## src/status_word_pkg.sv

```systemverilog
`default_nettype none
package status_word_pkg;

  // ************************************************************
  // Register map and field positions.
  // ************************************************************
  localparam logic [7:0] WORD_OFFSET     = 8'hd0;
  localparam logic [7:0] WORD_RESET      = 8'h00;
  localparam int         CARRY_BIT       = 7;
  localparam int         AUX_BIT         = 6;
  localparam int         USER_A_BIT      = 5;
  localparam int         BANK_HI_BIT     = 4;
  localparam int         BANK_LO_BIT     = 3;
  localparam int         OVERFLOW_BIT    = 2;
  localparam int         USER_B_BIT      = 1;
  localparam int         PARITY_BIT      = 0;
  localparam logic [7:0] BANK_SIZE_BYTES = 8'h08;
  localparam logic [7:0] PRODUCT_LIMIT   = 8'hff;

  // ************************************************************
  // Carriers.
  // ************************************************************
  typedef struct packed {
    logic       arith_valid;
    logic       carry_out;
    logic       aux_carry;
    logic       arith_ovf;
    logic       mul_valid;
    logic [15:0] product;
  } alu_flags_t;

  typedef struct packed {
    logic       wr;
    logic       rd;
    logic [7:0] addr;
    logic [7:0] wdata;
  } reg_access_t;

endpackage
`default_nettype wire

```

## src/parity_unit.sv

```systemverilog
`timescale 1ns/1ps
`default_nettype none
module parity_unit (
  input  wire logic       mclk,
  input  wire logic       rst,
  input  wire logic [7:0] accumulator_reg,
  output var  logic       parity_reg
);
  logic parity_next;

  always_comb begin
    parity_next = ^accumulator_reg;
  end

  always_ff @(posedge mclk or posedge rst) begin
    if (rst) begin
      parity_reg <= 1'b0;
    end else begin
      parity_reg <= parity_next;
    end
  end
endmodule // parity_unit
`default_nettype wire

```

## src/cpu_status_flag_register.sv

```systemverilog
`timescale 1ns/1ps
`default_nettype none
module cpu_status_flag_register (
  input  wire logic                       mclk,
  input  wire logic                       rst,
  input  wire logic [7:0]                 addr,
  input  wire logic [7:0]                 wdata,
  input  wire logic                       wr,
  input  wire logic                       rd,
  input  wire logic [7:0]                 accumulator_reg,
  input  wire status_word_pkg::alu_flags_t alu,
  output var  logic [7:0]                 rdata,
  output var  logic [7:0]                 program_status_word,
  output var  logic [1:0]                 bank_sel,
  output var  logic [7:0]                 bank_base
);

  // ************************************************************
  // State.
  // ************************************************************
  logic [7:0] flags_reg;
  logic [7:0] flags_next;
  logic [7:0] rdata_next;
  logic [7:0] base_next;
  logic       parity_bit;
  logic       word_hit;

  // ************************************************************
  // Helpers.
  // ************************************************************
  // The two bank bits sit side by side in the word (bits 4 and 3) and are gathered in one place.
  function automatic logic [1:0] bank_of(input logic [7:0] word);
    bank_of = {word[status_word_pkg::BANK_HI_BIT], word[status_word_pkg::BANK_LO_BIT]};
  endfunction

  // bank base address.
  // The product never exceeds 8'h18, so the cast to eight bits loses nothing.
  function automatic logic [7:0] base_of(input logic [1:0] bank);
    base_of = 8'({6'h00, bank} * status_word_pkg::BANK_SIZE_BYTES);
  endfunction

  parity_unit u_parity (
    .mclk            (mclk),
    .rst             (rst),
    .accumulator_reg (accumulator_reg),
    .parity_reg      (parity_bit)
  );

  assign word_hit = (addr == status_word_pkg::WORD_OFFSET);

  // ************************************************************
  // Flag update.
  // ************************************************************
  // ALU results are applied after a software write in the same cycle, since the instruction outcome is newer.
  always_comb begin
    flags_next = flags_reg;
    if (wr && word_hit) begin
      flags_next = wdata;
    end
    if (alu.arith_valid) begin
      flags_next[status_word_pkg::CARRY_BIT] = alu.carry_out;
      flags_next[status_word_pkg::AUX_BIT] = alu.aux_carry;
      flags_next[status_word_pkg::OVERFLOW_BIT] = alu.arith_ovf;
    end
    if (alu.mul_valid) begin
      flags_next[status_word_pkg::OVERFLOW_BIT] = (alu.product[15:8] != 8'h00);
    end
    flags_next[status_word_pkg::PARITY_BIT] = 1'b0;
  end

  always_comb begin
    base_next = base_of(bank_of(flags_next));
    rdata_next = 8'h00;
    // Reads of any other address return zero so that a shared read bus can be ored.
    if (rd && word_hit) begin
      rdata_next = flags_reg | {7'h00, parity_bit};
    end
  end

  always_ff @(posedge mclk or posedge rst) begin
    if (rst) begin
      flags_reg <= status_word_pkg::WORD_RESET;
      rdata     <= 8'h00;
      bank_base <= 8'h00;
      bank_sel  <= 2'h0;
      program_status_word <= 8'h00;
    end else begin
      flags_reg <= flags_next;
      rdata     <= rdata_next;
      bank_base <= base_next;
      bank_sel  <= bank_of(flags_next);
      program_status_word <= flags_next | {7'h00, ^accumulator_reg};
    end
  end

  // ************************************************************
  // Checks.
  // ************************************************************
  mul_ovf_a : assert property (@(posedge mclk) disable iff (rst)
    alu.mul_valid |=> flags_reg[status_word_pkg::OVERFLOW_BIT] == ($past(alu.product) > 16'h00ff))
    else $error("overflow wrong after multiply");
  aux_carry_a : assert property (@(posedge mclk) disable iff (rst)
    alu.arith_valid |=> flags_reg[status_word_pkg::AUX_BIT] == $past(alu.aux_carry))
    else $error("aux carry wrong");
  main_carry_a : assert property (@(posedge mclk) disable iff (rst)
    alu.arith_valid |=> flags_reg[status_word_pkg::CARRY_BIT] == $past(alu.carry_out))
    else $error("main carry wrong");
  bank_base_a : assert property (@(posedge mclk) disable iff (rst)
    bank_base == {3'h0, bank_sel, 3'h0} && bank_base <= 8'h18)
    else $error("bank base wrong");
  parity_a : assert property (@(posedge mclk) disable iff (rst)
    ##1 program_status_word[0] == ^$past(accumulator_reg))
    else $error("parity wrong");

  // software write of the user flags.
  // Only checked without an ALU pulse, because the ALU may own other bits then.
  user_flags_a : assert property (@(posedge mclk) disable iff (rst)
    (wr && word_hit && !alu.arith_valid && !alu.mul_valid)
    |=> (flags_reg[status_word_pkg::USER_A_BIT] == $past(wdata[status_word_pkg::USER_A_BIT]))
    && (flags_reg[status_word_pkg::USER_B_BIT] == $past(wdata[status_word_pkg::USER_B_BIT])))
    else $error("user flag write lost");

  // software write of the bank select.
  bank_write_a : assert property (@(posedge mclk) disable iff (rst)
    (wr && word_hit)
    |=> bank_sel == {$past(wdata[status_word_pkg::BANK_HI_BIT]), $past(wdata[status_word_pkg::BANK_LO_BIT])})
    else $error("bank select write lost");

  // the live word and the bank outputs agree.
  word_bank_a : assert property (@(posedge mclk) disable iff (rst)
    {program_status_word[status_word_pkg::BANK_HI_BIT], program_status_word[status_word_pkg::BANK_LO_BIT]}
    == bank_sel)
    else $error("bank select and word disagree");

  arith_ovf_a : assert property (@(posedge mclk) disable iff (rst)
    (alu.arith_valid && !alu.mul_valid)
    |=> flags_reg[status_word_pkg::OVERFLOW_BIT] == $past(alu.arith_ovf))
    else $error("arithmetic overflow wrong");

  // a multiply touches only overflow, so the main carry is kept.
  mul_carry_a : assert property (@(posedge mclk) disable iff (rst)
    (alu.mul_valid && !alu.arith_valid && !(wr && word_hit))
    |=> flags_reg[status_word_pkg::CARRY_BIT] == $past(flags_reg[status_word_pkg::CARRY_BIT]))
    else $error("carry changed by multiply");

  // stored flags hold while nothing writes them.
  flags_hold_a : assert property (@(posedge mclk) disable iff (rst)
    (!(wr && word_hit) && !alu.arith_valid && !alu.mul_valid)
    |=> flags_reg == $past(flags_reg))
    else $error("flags changed without cause");

  // the stored parity bit stays clear; parity is merged on the way out.
  parity_store_a : assert property (@(posedge mclk) disable iff (rst)
    flags_reg[status_word_pkg::PARITY_BIT] == 1'b0)
    else $error("stored parity bit set");

  // read data carry the stored flags and the parity register.
  read_word_a : assert property (@(posedge mclk) disable iff (rst)
    (rd && word_hit)
    |=> (rdata[7:1] == $past(flags_reg[7:1])) && (rdata[0] == $past(parity_bit)))
    else $error("read data wrong");

  // read data stand for one cycle only and are zero otherwise.
  read_idle_a : assert property (@(posedge mclk) disable iff (rst)
    !(rd && word_hit) |=> rdata == 8'h00)
    else $error("read data not idle");

  // the live word shows the aux carry one cycle after the pulse.
  word_aux_a : assert property (@(posedge mclk) disable iff (rst)
    alu.arith_valid |=> program_status_word[status_word_pkg::AUX_BIT] == $past(alu.aux_carry))
    else $error("word aux carry wrong");

  // the live word shows the main carry one cycle after the pulse.
  word_carry_a : assert property (@(posedge mclk) disable iff (rst)
    alu.arith_valid |=> program_status_word[status_word_pkg::CARRY_BIT] == $past(alu.carry_out))
    else $error("word main carry wrong");

endmodule // cpu_status_flag_register
`default_nettype wire

```

## config.mk

```make
export PLATFORM = sky130hd
export DESIGN_NAME = cpu_status_flag_register
export DESIGN_NICKNAME = d
export VERILOG_FILES = /design/src/status_word_pkg.sv /design/src/parity_unit.sv /design/src/cpu_status_flag_register.sv
export SDC_FILE = /design/constraint.sdc
export NUM_CORES = 1
export LEC_CHECK = 0
export BUFFER_PORTS_ARGS = -buffer_cell sky130_fd_sc_hd__buf_4
export CORE_MARGIN = 2
export CORE_UTILIZATION = 36
export CTS_CLUSTER_DIAMETER = 150
export DETAILED_ROUTE_END_ITERATION = 16
export PLACE_DENSITY_LB_ADDON = 0.25
export SYNTH_ARGS = -nofsm -noshare
export SYNTH_HDL_FRONTEND = slang
export SYNTH_SLANG_ARGS = --single-unit
```

## constraint.sdc

```tcl
create_clock -name mclk -period 1.3 [get_ports mclk]
set_input_delay 0.065 -clock mclk [delete_from_list [all_inputs] [get_ports mclk]]
set_output_delay 0.065 -clock mclk [all_outputs]
set_load 0.02 [all_outputs]
```

* Word level (Yosys, flattened, before mapping)
Index checks and enable logic that the tools add are counted.
Storage, ports and cells: register bits 26, bits of input ports 49, output and inout port bits 26, logic and storage cells 17
Operators by class: equal/unequal tests 1, mux-type cells 5, bitwise gates (word level) 2, reduce and logical (&&, ||, !) cells 4
Operators with widths (count):
- 8-bit two-way mux | 2
- 8-bit by 1-bit OR with 8-bit output | 2
- 8-bit == test, second input constant | 1
- 8-bit nonzero test | 1
- 8-bit parity | 1
- 1-bit logical AND | 2
- 1-bit two-way mux | 2
- 2-bit two-way mux | 1

* Logic depth before layout (Yosys ltp)
Gate-level depths: netlist (run 1).
depth in word-level cells 6, depth in mapped cells 3

* By module
A second synthesis (run 1) with hierarchy kept.
Unflattened totals: cell total of the unflattened synthesis 79, area, all modules 898.4 um^2
Modules (own cells, without submodules):
- cpu_status_flag_register | times used 1, cells an instance 70, area an instance 808.3 um^2, seq. area each 400.4 um^2
- parity_unit | times used 1, cells an instance 9, area an instance 90.1 um^2, seq. area each 25.0 um^2

* Worst setup path after synthesis (run 1)
No wires, ideal clock.
kind input -> register, start in addr[1], end reg program_status_word[2], setup time 0.129 ns, data arrival time 1.225 ns, required time 1.171 ns, slack -0.054 ns, cell stages on the path 3, path through or4_4 > o31a_1 > o41a_1
On the way: word-level cells in the longest chain between the ends 6
Ends and longest elaborated chain:
- start: declaration | RTL line cpu_status_flag_register.sv:6 | input wire logic [7:0] addr,
- 8-bit == test | RTL line cpu_status_flag_register.sv:49 | assign word_hit = (addr == status_word_pkg::WORD_OFFSET);
- 1-bit logical AND | RTL line cpu_status_flag_register.sv:57 | if (wr && word_hit) begin
- 8-bit two-way mux | RTL line cpu_status_flag_register.sv:57
- 1-bit two-way mux | RTL line cpu_status_flag_register.sv:60 | if (alu.arith_valid) begin
- 1-bit two-way mux | RTL line cpu_status_flag_register.sv:65 | if (alu.mul_valid) begin
- 8-bit by 1-bit OR with 8-bit output | RTL line cpu_status_flag_register.sv:92 | program_status_word <= flags_next | {7'h00, ^accumulator_reg};
- end signal: assignment | RTL line cpu_status_flag_register.sv:92
- end: declaration | RTL line cpu_status_flag_register.sv:13 | output var logic [7:0] program_status_word,
Every way passes these cells.

* Worst setup path in the final report (run 1)
Ends and elaborated chain as after synthesis.

==> qor_table.md, run 1 <==
| Stage | Result | Reported |
| --- | --- | --- |
| routing | DRT iter0 DRCs | 2 |
| synthesis | Number of library cell types mapped by synthesis | 23 |
| power | Clock network fraction of total power | 0.222 |
| routing | Aggregate routed wire length | 1.78 mm |
| global routing | Global routing met1 resource utilization | 0.144 |
| routing | Detailed-routing iteration count for the pre-antenna-repair pass | 3 |
| worst setup path | Required time at the endpoint of the critical path | 1.45 ns |
| die | Number of top-level pins | 75 |
| layout | Core Util, Final | 0.590 |
| synthesis | Top post-synthesis cells by area | sky130_fd_sc_hd__dfrtp_1 49%, sky130_fd_sc_hd__buf_4 10%, sky130_fd_sc_hd__xnor2_1 6.5% |
| die | Placeable core region | 2170 sq um |
| clocking | Root Buffer | sky130_fd_sc_hd__clkbuf_4 |
| timing | Setup repair after global routing missed its margin | false |
| clocking | CTS tree | yes |
| die | Initial Utilization | 0.374 |
| clocking | Clk Latency, worst-skew pair | 0.27 ns |
| power | Sequential cell fraction of total power | 0.508 |
| worst setup path | Crit start category | primary input |
| layout | Commonest cells after routing, fill and taps aside | 62 x sky130_fd_sc_hd__buf_4, 16 x sky130_fd_sc_hd__dfrtp_1, 8 x sky130_fd_sc_hd__and2_1 |
| global routing | Pin count of the biggest net entering global routing | 17 |
| synthesis | Synth Warn # | 0 |
| synthesis | Average size of a mapped cell | 11.4 sq um |
| power | Power Dens Cells | 831 nW/um^2 |
| routing | Final ANT Viol Nets | 0 |
| power | Combinational share of power | 0.270 |
| synthesis | Combined area of all synthesized cells | 811 sq um |
| place | Half-perimeter wire length after detailed placement | 1.51 mm |
| clocking | Number of buffers created by CTS | 3 |
| clocking | CTS H-Tree Depth | 1 |
| clocking | Clk slew on worst S/H paths | 0.08 ns |
| global routing | Vias in the first global route | 730 |
| die | Height of the chip | 51.5 um |
| clocking | PostCTS Resize Cnt | 0 |
| global routing | GRT met3 Usage | 0.0409 |
| global routing | Remaining Overflow, GRT | 0 |
| status | Run status | finished, final reports clean |
| synthesis | Register bit count reported by yosys | 16 |
| die | Die Area | 2650 sq um |
| clocking | Clock sink count | 16 |
| global routing | Antenna violations before repair | 0 |
| synthesis | Area fraction of the dominant cell type after synthesis | 0.494 |
| global routing | Overall routing resource usage | 0.144 |
| clocking | Clock Tree Buf Depth | 2 |
| global routing | Global-route wire length before repair | 2.85 mm |
| clocking | Cts hold-fix bufs | 1 |
| die | FP Rows | 17 |
| routing | Number of remaining DRC errors | 0 |
| timing | Final hold vios | 0 |
| power | Maximum vdd ir drop | 0.360 mV |
| clocking | Buffers inserted by post-CTS timing repair | 0 |
| timing | Clock period minus worst slack | 1.20 ns |
| layout | Max reg flops | 8 |
| synthesis | Fraction of the yosys area taken by sequential cells | 0.494 |
| worst setup path | Endpoint type of the worst setup path | register |
| routing | Avg Vias per Cell | 4.57 |
| run | Max-cap violation count | 0 |
| layout | Area growth from synthesis to final layout | 57.9% |
| power | Switching share of power | 0.256 |
| layout | Antenna cells | 0 |
| timing | Share of the cycle needed by the critical path after routing | 0.922 |
| layout | Multi-input combinational cell area | 339 sq um |
| timing | Number of pins with negative max-slew slack in the final report | 0 |
| synthesis | Syn Inst Count | 71 |
| layout | Total area of sequential cells | 400 sq um |
| worst setup path | Data arrival time of the critical path | 1.35 ns |
| worst setup path | Setup Crit Path Kind | primary input to register |
| routing | Via count | 727 |
| synthesis | Cell type with the largest total area after synthesis | sky130_fd_sc_hd__dfrtp_1 |
| power | Cell internal pwr | 0.000791 W |
| timing | Maximum clock skew at final layout | 0.000528 ns |
| layout | Fillers | 186 |
| worst hold path | Worst hold-check path type | primary input to register |
| timing | Slew @ Worst Pin | 0.579 ns |
| global routing | GRT met2 Usage | 0.271 |
| timing | Peak Freq | 0.834 GHz |
| power | Leakage dissipation | 0.671 nW |
| place | Last weighted congestion value of the routability-driven placer | 0.701 |
| timing | Worst max-slew margin expressed relative to the limit | 0.614 |
| power | Total power draw | 0.00106 W |
| global routing | Most congested layer reported by global routing | met2 |
| timing | Final count of negative-setup-slack endpoints | 0 |
| place | Number of port buffers | 59 |
| worst setup path | Max FO, Critical Path | 2 |
| layout | Most common library cell in the layout ignoring fill and taps | sky130_fd_sc_hd__buf_4 |
| layout | Share of post-route cells with drive strength above 1 | 0.534 |
| die | Die outline width | 51.5 um |
| layout | Number of nets in the layout | 182 |
| routing | DR WL/cell | 11.2 um |
| power | Psw | 0.000272 W |
-- per-layer routing --
metal / vias up / part of all wire / wire [um]
met5: - / 0 / 0
met4: 0 / 0.0062 / 11
met3: 2 / 0.12 / 214
met2: 46 / 0.50 / 895
met1: 328 / 0.37 / 660
li1: 351 / - / -
-- critical path: stages --
cell and delay [ns]:
sky130_fd_sc_hd__buf_4 0.11, sky130_fd_sc_hd__or4_4 0.53, sky130_fd_sc_hd__o31a_1 0.28, sky130_fd_sc_hd__o41a_1 0.37
-- final timing paths --
kind	startpoint	to	slack, ns	depth (start not counted)
setup / recovery	addr[1]	program_status_word[2]$_DFFE_PP0P_	0.10	4
hold / removal	wdata[5]	program_status_word[5]$_DFFE_PP0N_	0.02	2
setup reg to reg	program_status_word[2]$_DFFE_PP0P_	program_status_word[2]$_DFFE_PP0P_	0.29	2
hold reg to reg	program_status_word[0]$_DFF_PP0_	rdata[0]$_DFF_PP0_	0.49	1
max in group asynchronous	rst	program_status_word[3]$_DFFE_PP0N_	0.52	3
min in group asynchronous	rst	rdata[1]$_DFF_PP0_	0.41	3
-- metrics by stage --
stage / TNS [ns] / worst slack, ns / std cells / hold slack [ns] / instance area (sq um)
2_1_floorplan: -0.0541 / -0.0541 / 76 / -0.0213 / 830
5_1_grt: 0 / 0.106 / 159 / 0.0116 / 1280
3_5_place_dp: -0.273 / -0.192 / 155 / 0.167 / 1250
6_report: 0 / 0.101 / 159 / 0.0214 / 1280
4_1_cts: 0 / 0.109 / 159 / 0.0104 / 1280
3_3_place_gp: -0.250 / -0.172 / 155 / 0.169 / 1250
-- logic make-up (layout without fill, tap and decap cells) --
family / after synthesis / count (layout) / share of synthesized area
XOR/XNOR: 7 / 7 / 0.0756
multiplexers: 4 / 4 / 0.0556
other: 1 / 6 / 0.00463
buffers and inverters: 13 / 68 / 0.111
AO/OA/AOI/OAI: 5 / 5 / 0.0571
AND/OR/NAND/NOR: 25 / 25 / 0.202
flip-flops: 16 / 16 / 0.494
-- layout make-up --
cell class / instances / share of cell area
sequential: 16 / 0.313
multi-input combinational: 47 / 0.265
clock buffer: 3 / 0.0176
timing repair buffer: 63 / 0.371
tap: 28 / 0.0274
inverter: 2 / 0.00587
-- synth_stat cells --
cell type	count
sky130_fd_sc_hd__o31a_1	1
sky130_fd_sc_hd__nor3_1	1
sky130_fd_sc_hd__and2_1	8
sky130_fd_sc_hd__nor2b_1	2
sky130_fd_sc_hd__nand2b_1	2
sky130_fd_sc_hd__a221o_1	2
sky130_fd_sc_hd__nor3b_1	1
sky130_fd_sc_hd__or4_4	1
sky130_fd_sc_hd__and4b_1	1
sky130_fd_sc_hd__nand3_1	1
sky130_fd_sc_hd__inv_1	2
sky130_fd_sc_hd__buf_4	11
sky130_fd_sc_hd__nand2_1	1
sky130_fd_sc_hd__o41a_1	1
sky130_fd_sc_hd__nand4b_1	1
sky130_fd_sc_hd__xor2_1	1
sky130_fd_sc_hd__and3_1	1
sky130_fd_sc_hd__xnor2_1	6
sky130_fd_sc_hd__dfrtp_1	16
sky130_fd_sc_hd__nor4_1	5
sky130_fd_sc_hd__a31oi_1	1
sky130_fd_sc_hd__conb_1	1
sky130_fd_sc_hd__mux2_2	4
-- power by group through the flow --
stage          Clock, W  Combinational [W]  Sequential [W]
2_1_floorplan         0           0.000153        0.000563
3_3_place_gp          0           0.000284        0.000549
3_5_place_dp          0           0.000288        0.000550
4_1_cts        0.000254           0.000290        0.000541
5_1_grt        0.000271           0.000309        0.000546
6_report       0.000236           0.000287        0.000540
No activity file was read; power rests on OpenSTA's default activity.
==> run 2, diff against run 1 <==
Settings changed: CORE_MARGIN 2 to default, CORE_UTILIZATION 36 to 38, SYNTH_HIERARCHICAL from default to 1.
==> qor_table.md, run 2 <==
| Stage | Result | Reported |
| --- | --- | --- |
| synthesis | Number of library cell types mapped by synthesis | 25 |
| routing | Aggregate routed wire length | 1.98 mm |
| worst setup path | Reg2Reg Setup Slack | 0.32 ns |
| synthesis | Register bit count reported by yosys | 17 |
| timing | Peak Freq | 0.856 GHz |
| layout | Number of nets in the layout | 195 |
| die | Die outline width | 50.6 um |
| power | Maximum vdd ir drop | 0.537 mV |
| global routing | Vias in the first global route | 810 |
| synthesis | Combined area of all synthesized cells | 898 sq um |
| synthesis | Synth Warn # | 6 |
| worst setup path | Required time at the endpoint of the critical path | 1.49 ns |
| die | FP Rows | 17 |
| layout | Max reg flops | 8 |
| worst setup path | Endpoint type of the worst setup path | register |
| worst hold path | Hold Path Stages | 2 |
| global routing | Global-route wire length before repair | 3.24 mm |
| timing | Clock period minus worst slack | 1.17 ns |
| place | Last weighted congestion value of the routability-driven placer | 0.750 |
| layout | Final std cells w/o fill | 173 |
| place | Number of cells in the design after placement | 165 |
| clocking | Number of buffers created by CTS | 3 |
| die | Height of the chip | 50.6 um |
| worst setup path | Start point of the critical path | addr[3] |
| global routing | Overall routing resource usage | 0.171 |
| clocking | Buffers inserted by post-CTS timing repair | 0 |
| synthesis | Fraction of the yosys area taken by sequential cells | 0.474 |
| worst hold path | Worst hold-check path type | primary input to register |
| clocking | Clock Tree Buf Depth | 2 |
| synthesis | Prevailing post-synth register cell | sky130_fd_sc_hd__dfrtp_1 |
| clocking | Clk Latency, worst-skew pair | 0.30 ns |
| worst setup path | Crit start category | primary input |
| synthesis | Average size of a mapped cell | 11.4 sq um |
| clocking | CTS tree | yes |
| die | Die Area | 2560 sq um |
| global routing | Antenna violations before repair | 0 |
| layout | Multi-input combinational cell area | 405 sq um |
| timing | Final count of negative-setup-slack endpoints | 0 |
| status | Run status | finished, final reports clean |
| layout | Commonest cells after routing, fill and taps aside | 63 x sky130_fd_sc_hd__buf_4, 17 x sky130_fd_sc_hd__dfrtp_1, 12 x sky130_fd_sc_hd__xnor2_1 |
| timing | Maximum clock skew at final layout | 0.0153 ns |
| worst setup path | Max FO, Critical Path | 2 |
| power | Leakage dissipation | 0.720 nW |
| timing | Number of pins with negative max-slew slack in the final report | 0 |
| synthesis | Commonest cells in the netlist | 17 x sky130_fd_sc_hd__dfrtp_1, 12 x sky130_fd_sc_hd__xnor2_1, 10 x sky130_fd_sc_hd__buf_4 |
| layout | Most common library cell in the layout ignoring fill and taps | sky130_fd_sc_hd__buf_4 |
| routing | Detailed-routing iteration count for the pre-antenna-repair pass | 3 |
| timing | Setup repair after global routing missed its margin | false |
| clocking | PostCTS Resize Cnt | 0 |
| timing | Slew @ Worst Pin | 0.578 ns |
| worst setup path | Critical Path, Cell by Cell | buf_4 -> or4b_4 -> o31a_1 -> o41a_1 |
| synthesis | Fraction of registers with async set/reset | 1.00 |
| clocking | Root Buffer | sky130_fd_sc_hd__clkbuf_4 |
| die | Placeable core region | 2210 sq um |
| layout | Area growth from synthesis to final layout | 58.1% |
| worst setup path | Setup Crit Path Kind | primary input to register |
| layout | Fillers | 186 |
| synthesis | Number of synthesized flops with an enable pin | 0 |
| worst setup path | Delay of the slowest cell on the worst path | 0.53 ns |
| timing | Worst max-slew margin expressed relative to the limit | 0.614 |
| routing | Avg Vias per Cell | 4.64 |
| routing | DRT iter0 DRCs | 12 |
| timing | Post-route worst hold slack | 0.0232 ns |
| worst setup path | Data arrival time of the critical path | 1.36 ns |
| synthesis | Area fraction of the dominant cell type after synthesis | 0.474 |
| die | Initial Utilization | 0.406 |
| synthesis | Syn Inst Count | 79 |
| timing | Share of the cycle needed by the critical path after routing | 0.899 |
| layout | Share of post-route cells with drive strength above 1 | 0.497 |
| worst setup path | Reg-to-Reg Start | program_status_word[2]$_DFFE_PP0P_ |
| worst setup path | Worst R2R Path Depth | 2 |
| place | Number of port buffers | 59 |
| die | Number of top-level pins | 75 |
| synthesis | Most frequent cell after synthesis | sky130_fd_sc_hd__dfrtp_1 |
| routing | DR WL/cell | 11.5 um |
| layout | Total area of sequential cells | 425 sq um |
| run | Max-cap violation count | 0 |
| power | Power Dens Cells | 856 nW/um^2 |
| place | Half-perimeter wire length after detailed placement | 1.67 mm |
| layout | Antenna cells | 0 |
| synthesis | Top post-synthesis cells by area | sky130_fd_sc_hd__dfrtp_1 47%, sky130_fd_sc_hd__xnor2_1 12%, sky130_fd_sc_hd__buf_4 8.4% |
| worst hold path | Min-Delay Startpoint | alu[16] |
| worst setup path | Crit-path leading delay family | compound AO/OA/AOI/OAI gates |
| routing | Via count | 802 |
| worst setup path | Cell with the largest stage delay on the worst path | sky130_fd_sc_hd__or4b_4 |
| global routing | Pin count of the biggest net entering global routing | 17 |
| worst hold path | Hold path endpoint | program_status_word[2]$_DFFE_PP0P_ |
| worst setup path | Capturing point of the worst reg2reg path | program_status_word[2]$_DFFE_PP0P_ |
| global routing | Remaining Overflow, GRT | 0 |
| clocking | Clk slew on worst S/H paths | 0.11 ns |
| timing | Final hold vios | 0 |
| clocking | Clock sink count | 17 |
| routing | Final ANT Viol Nets | 0 |
| power | Total power draw | 0.00122 W |
| worst setup path | Total buffers and inverters traversed by the critical path | 1 |
| clocking | CTS H-Tree Depth | 1 |
| routing | Number of remaining DRC errors | 0 |
| synthesis | Cell type with the largest total area after synthesis | sky130_fd_sc_hd__dfrtp_1 |
-- run 2: cell count changes after synthesis, sizes merged, moves of 2 or more --
cell    delta
o31ai      +2
a21oi      +2
nor4       -3
nand2b     -2
a221o      -2
xnor2      +6
a41oi      +2
-- run 2: final cells by class --
class                           instances  share of cell area
Clock buffer                            3              0.0159
Clock inverter                          1             0.00529
Inverter                                3             0.00793
Multi-Input combinational cell         54               0.285
Sequential cell                        17               0.300
Tap cell                               28              0.0247
Timing Repair Buffer                   67               0.361
-- run 2: cells by family after synthesis --
family                 Yosys count  share of synthesized area
AND/OR/NAND/NOR                 21                      0.163
flip-flops                      17                      0.474
XOR/XNOR                        14                      0.136
buffers and inverters           13                     0.0961
AO/OA/AOI/OAI                    9                     0.0766
multiplexers                     4                     0.0501
other                            1                    0.00417
-- run 2: what timing repair did --
item | 4_1_cts | 5_1_grt
hold buffers | 4 | 0
hold endpoints to repair | 20 | 0
endpoints found under the setup margin | 0 | 0
-- run 2: how the worst max path moves through the flow --
stage	end	slack, ns	cells after the start
2_1_floorplan	program_status_word[2]$_DFFE_PP0P_	-0.06	3
3_3_place_gp	program_status_word[2]$_DFFE_PP0P_	-0.17	4
3_5_place_dp	program_status_word[2]$_DFFE_PP0P_	-0.19	4
4_1_cts	program_status_word[2]$_DFFE_PP0P_	0.14	4
5_1_grt	program_status_word[2]$_DFFE_PP0P_	0.15	4
6_report	program_status_word[2]$_DFFE_PP0P_	0.13	4
-- run 2: power breakdown --
part	switching [W]	total, W	internal (W)
logic	0.000153	0.000345	0.000192
clock network	0.000170	0.000287	0.000117
registers	0.0000166	0.000583	0.000567
total	0.000340	0.00122	0.000876
-- run 2: metrics by stage --
step | utilization | setup WS, ns | TNS [ns] | instance area [sq um]
5_1_grt | 0.642 | 0.151 | 0 | 1420
3_5_place_dp | 0.610 | -0.191 | -0.228 | 1350
2_1_floorplan | - | -0.0584 | -0.0584 | 917
3_3_place_gp | 0.610 | -0.173 | -0.183 | 1350
6_report | 0.642 | 0.132 | 0 | 1420
4_1_cts | 0.642 | 0.139 | 0 | 1420
-- run 2: metal layers --
metal | track usage | vias to the layer above | routed length [um]
li1 | - | 392 | -
met1 | 0.172 | 373 | 738
met2 | 0.327 | 35 | 1100
met3 | 0.0455 | 2 | 132
met4 | 0.0694 | 0 | 12
met5 | 0 | - | 0
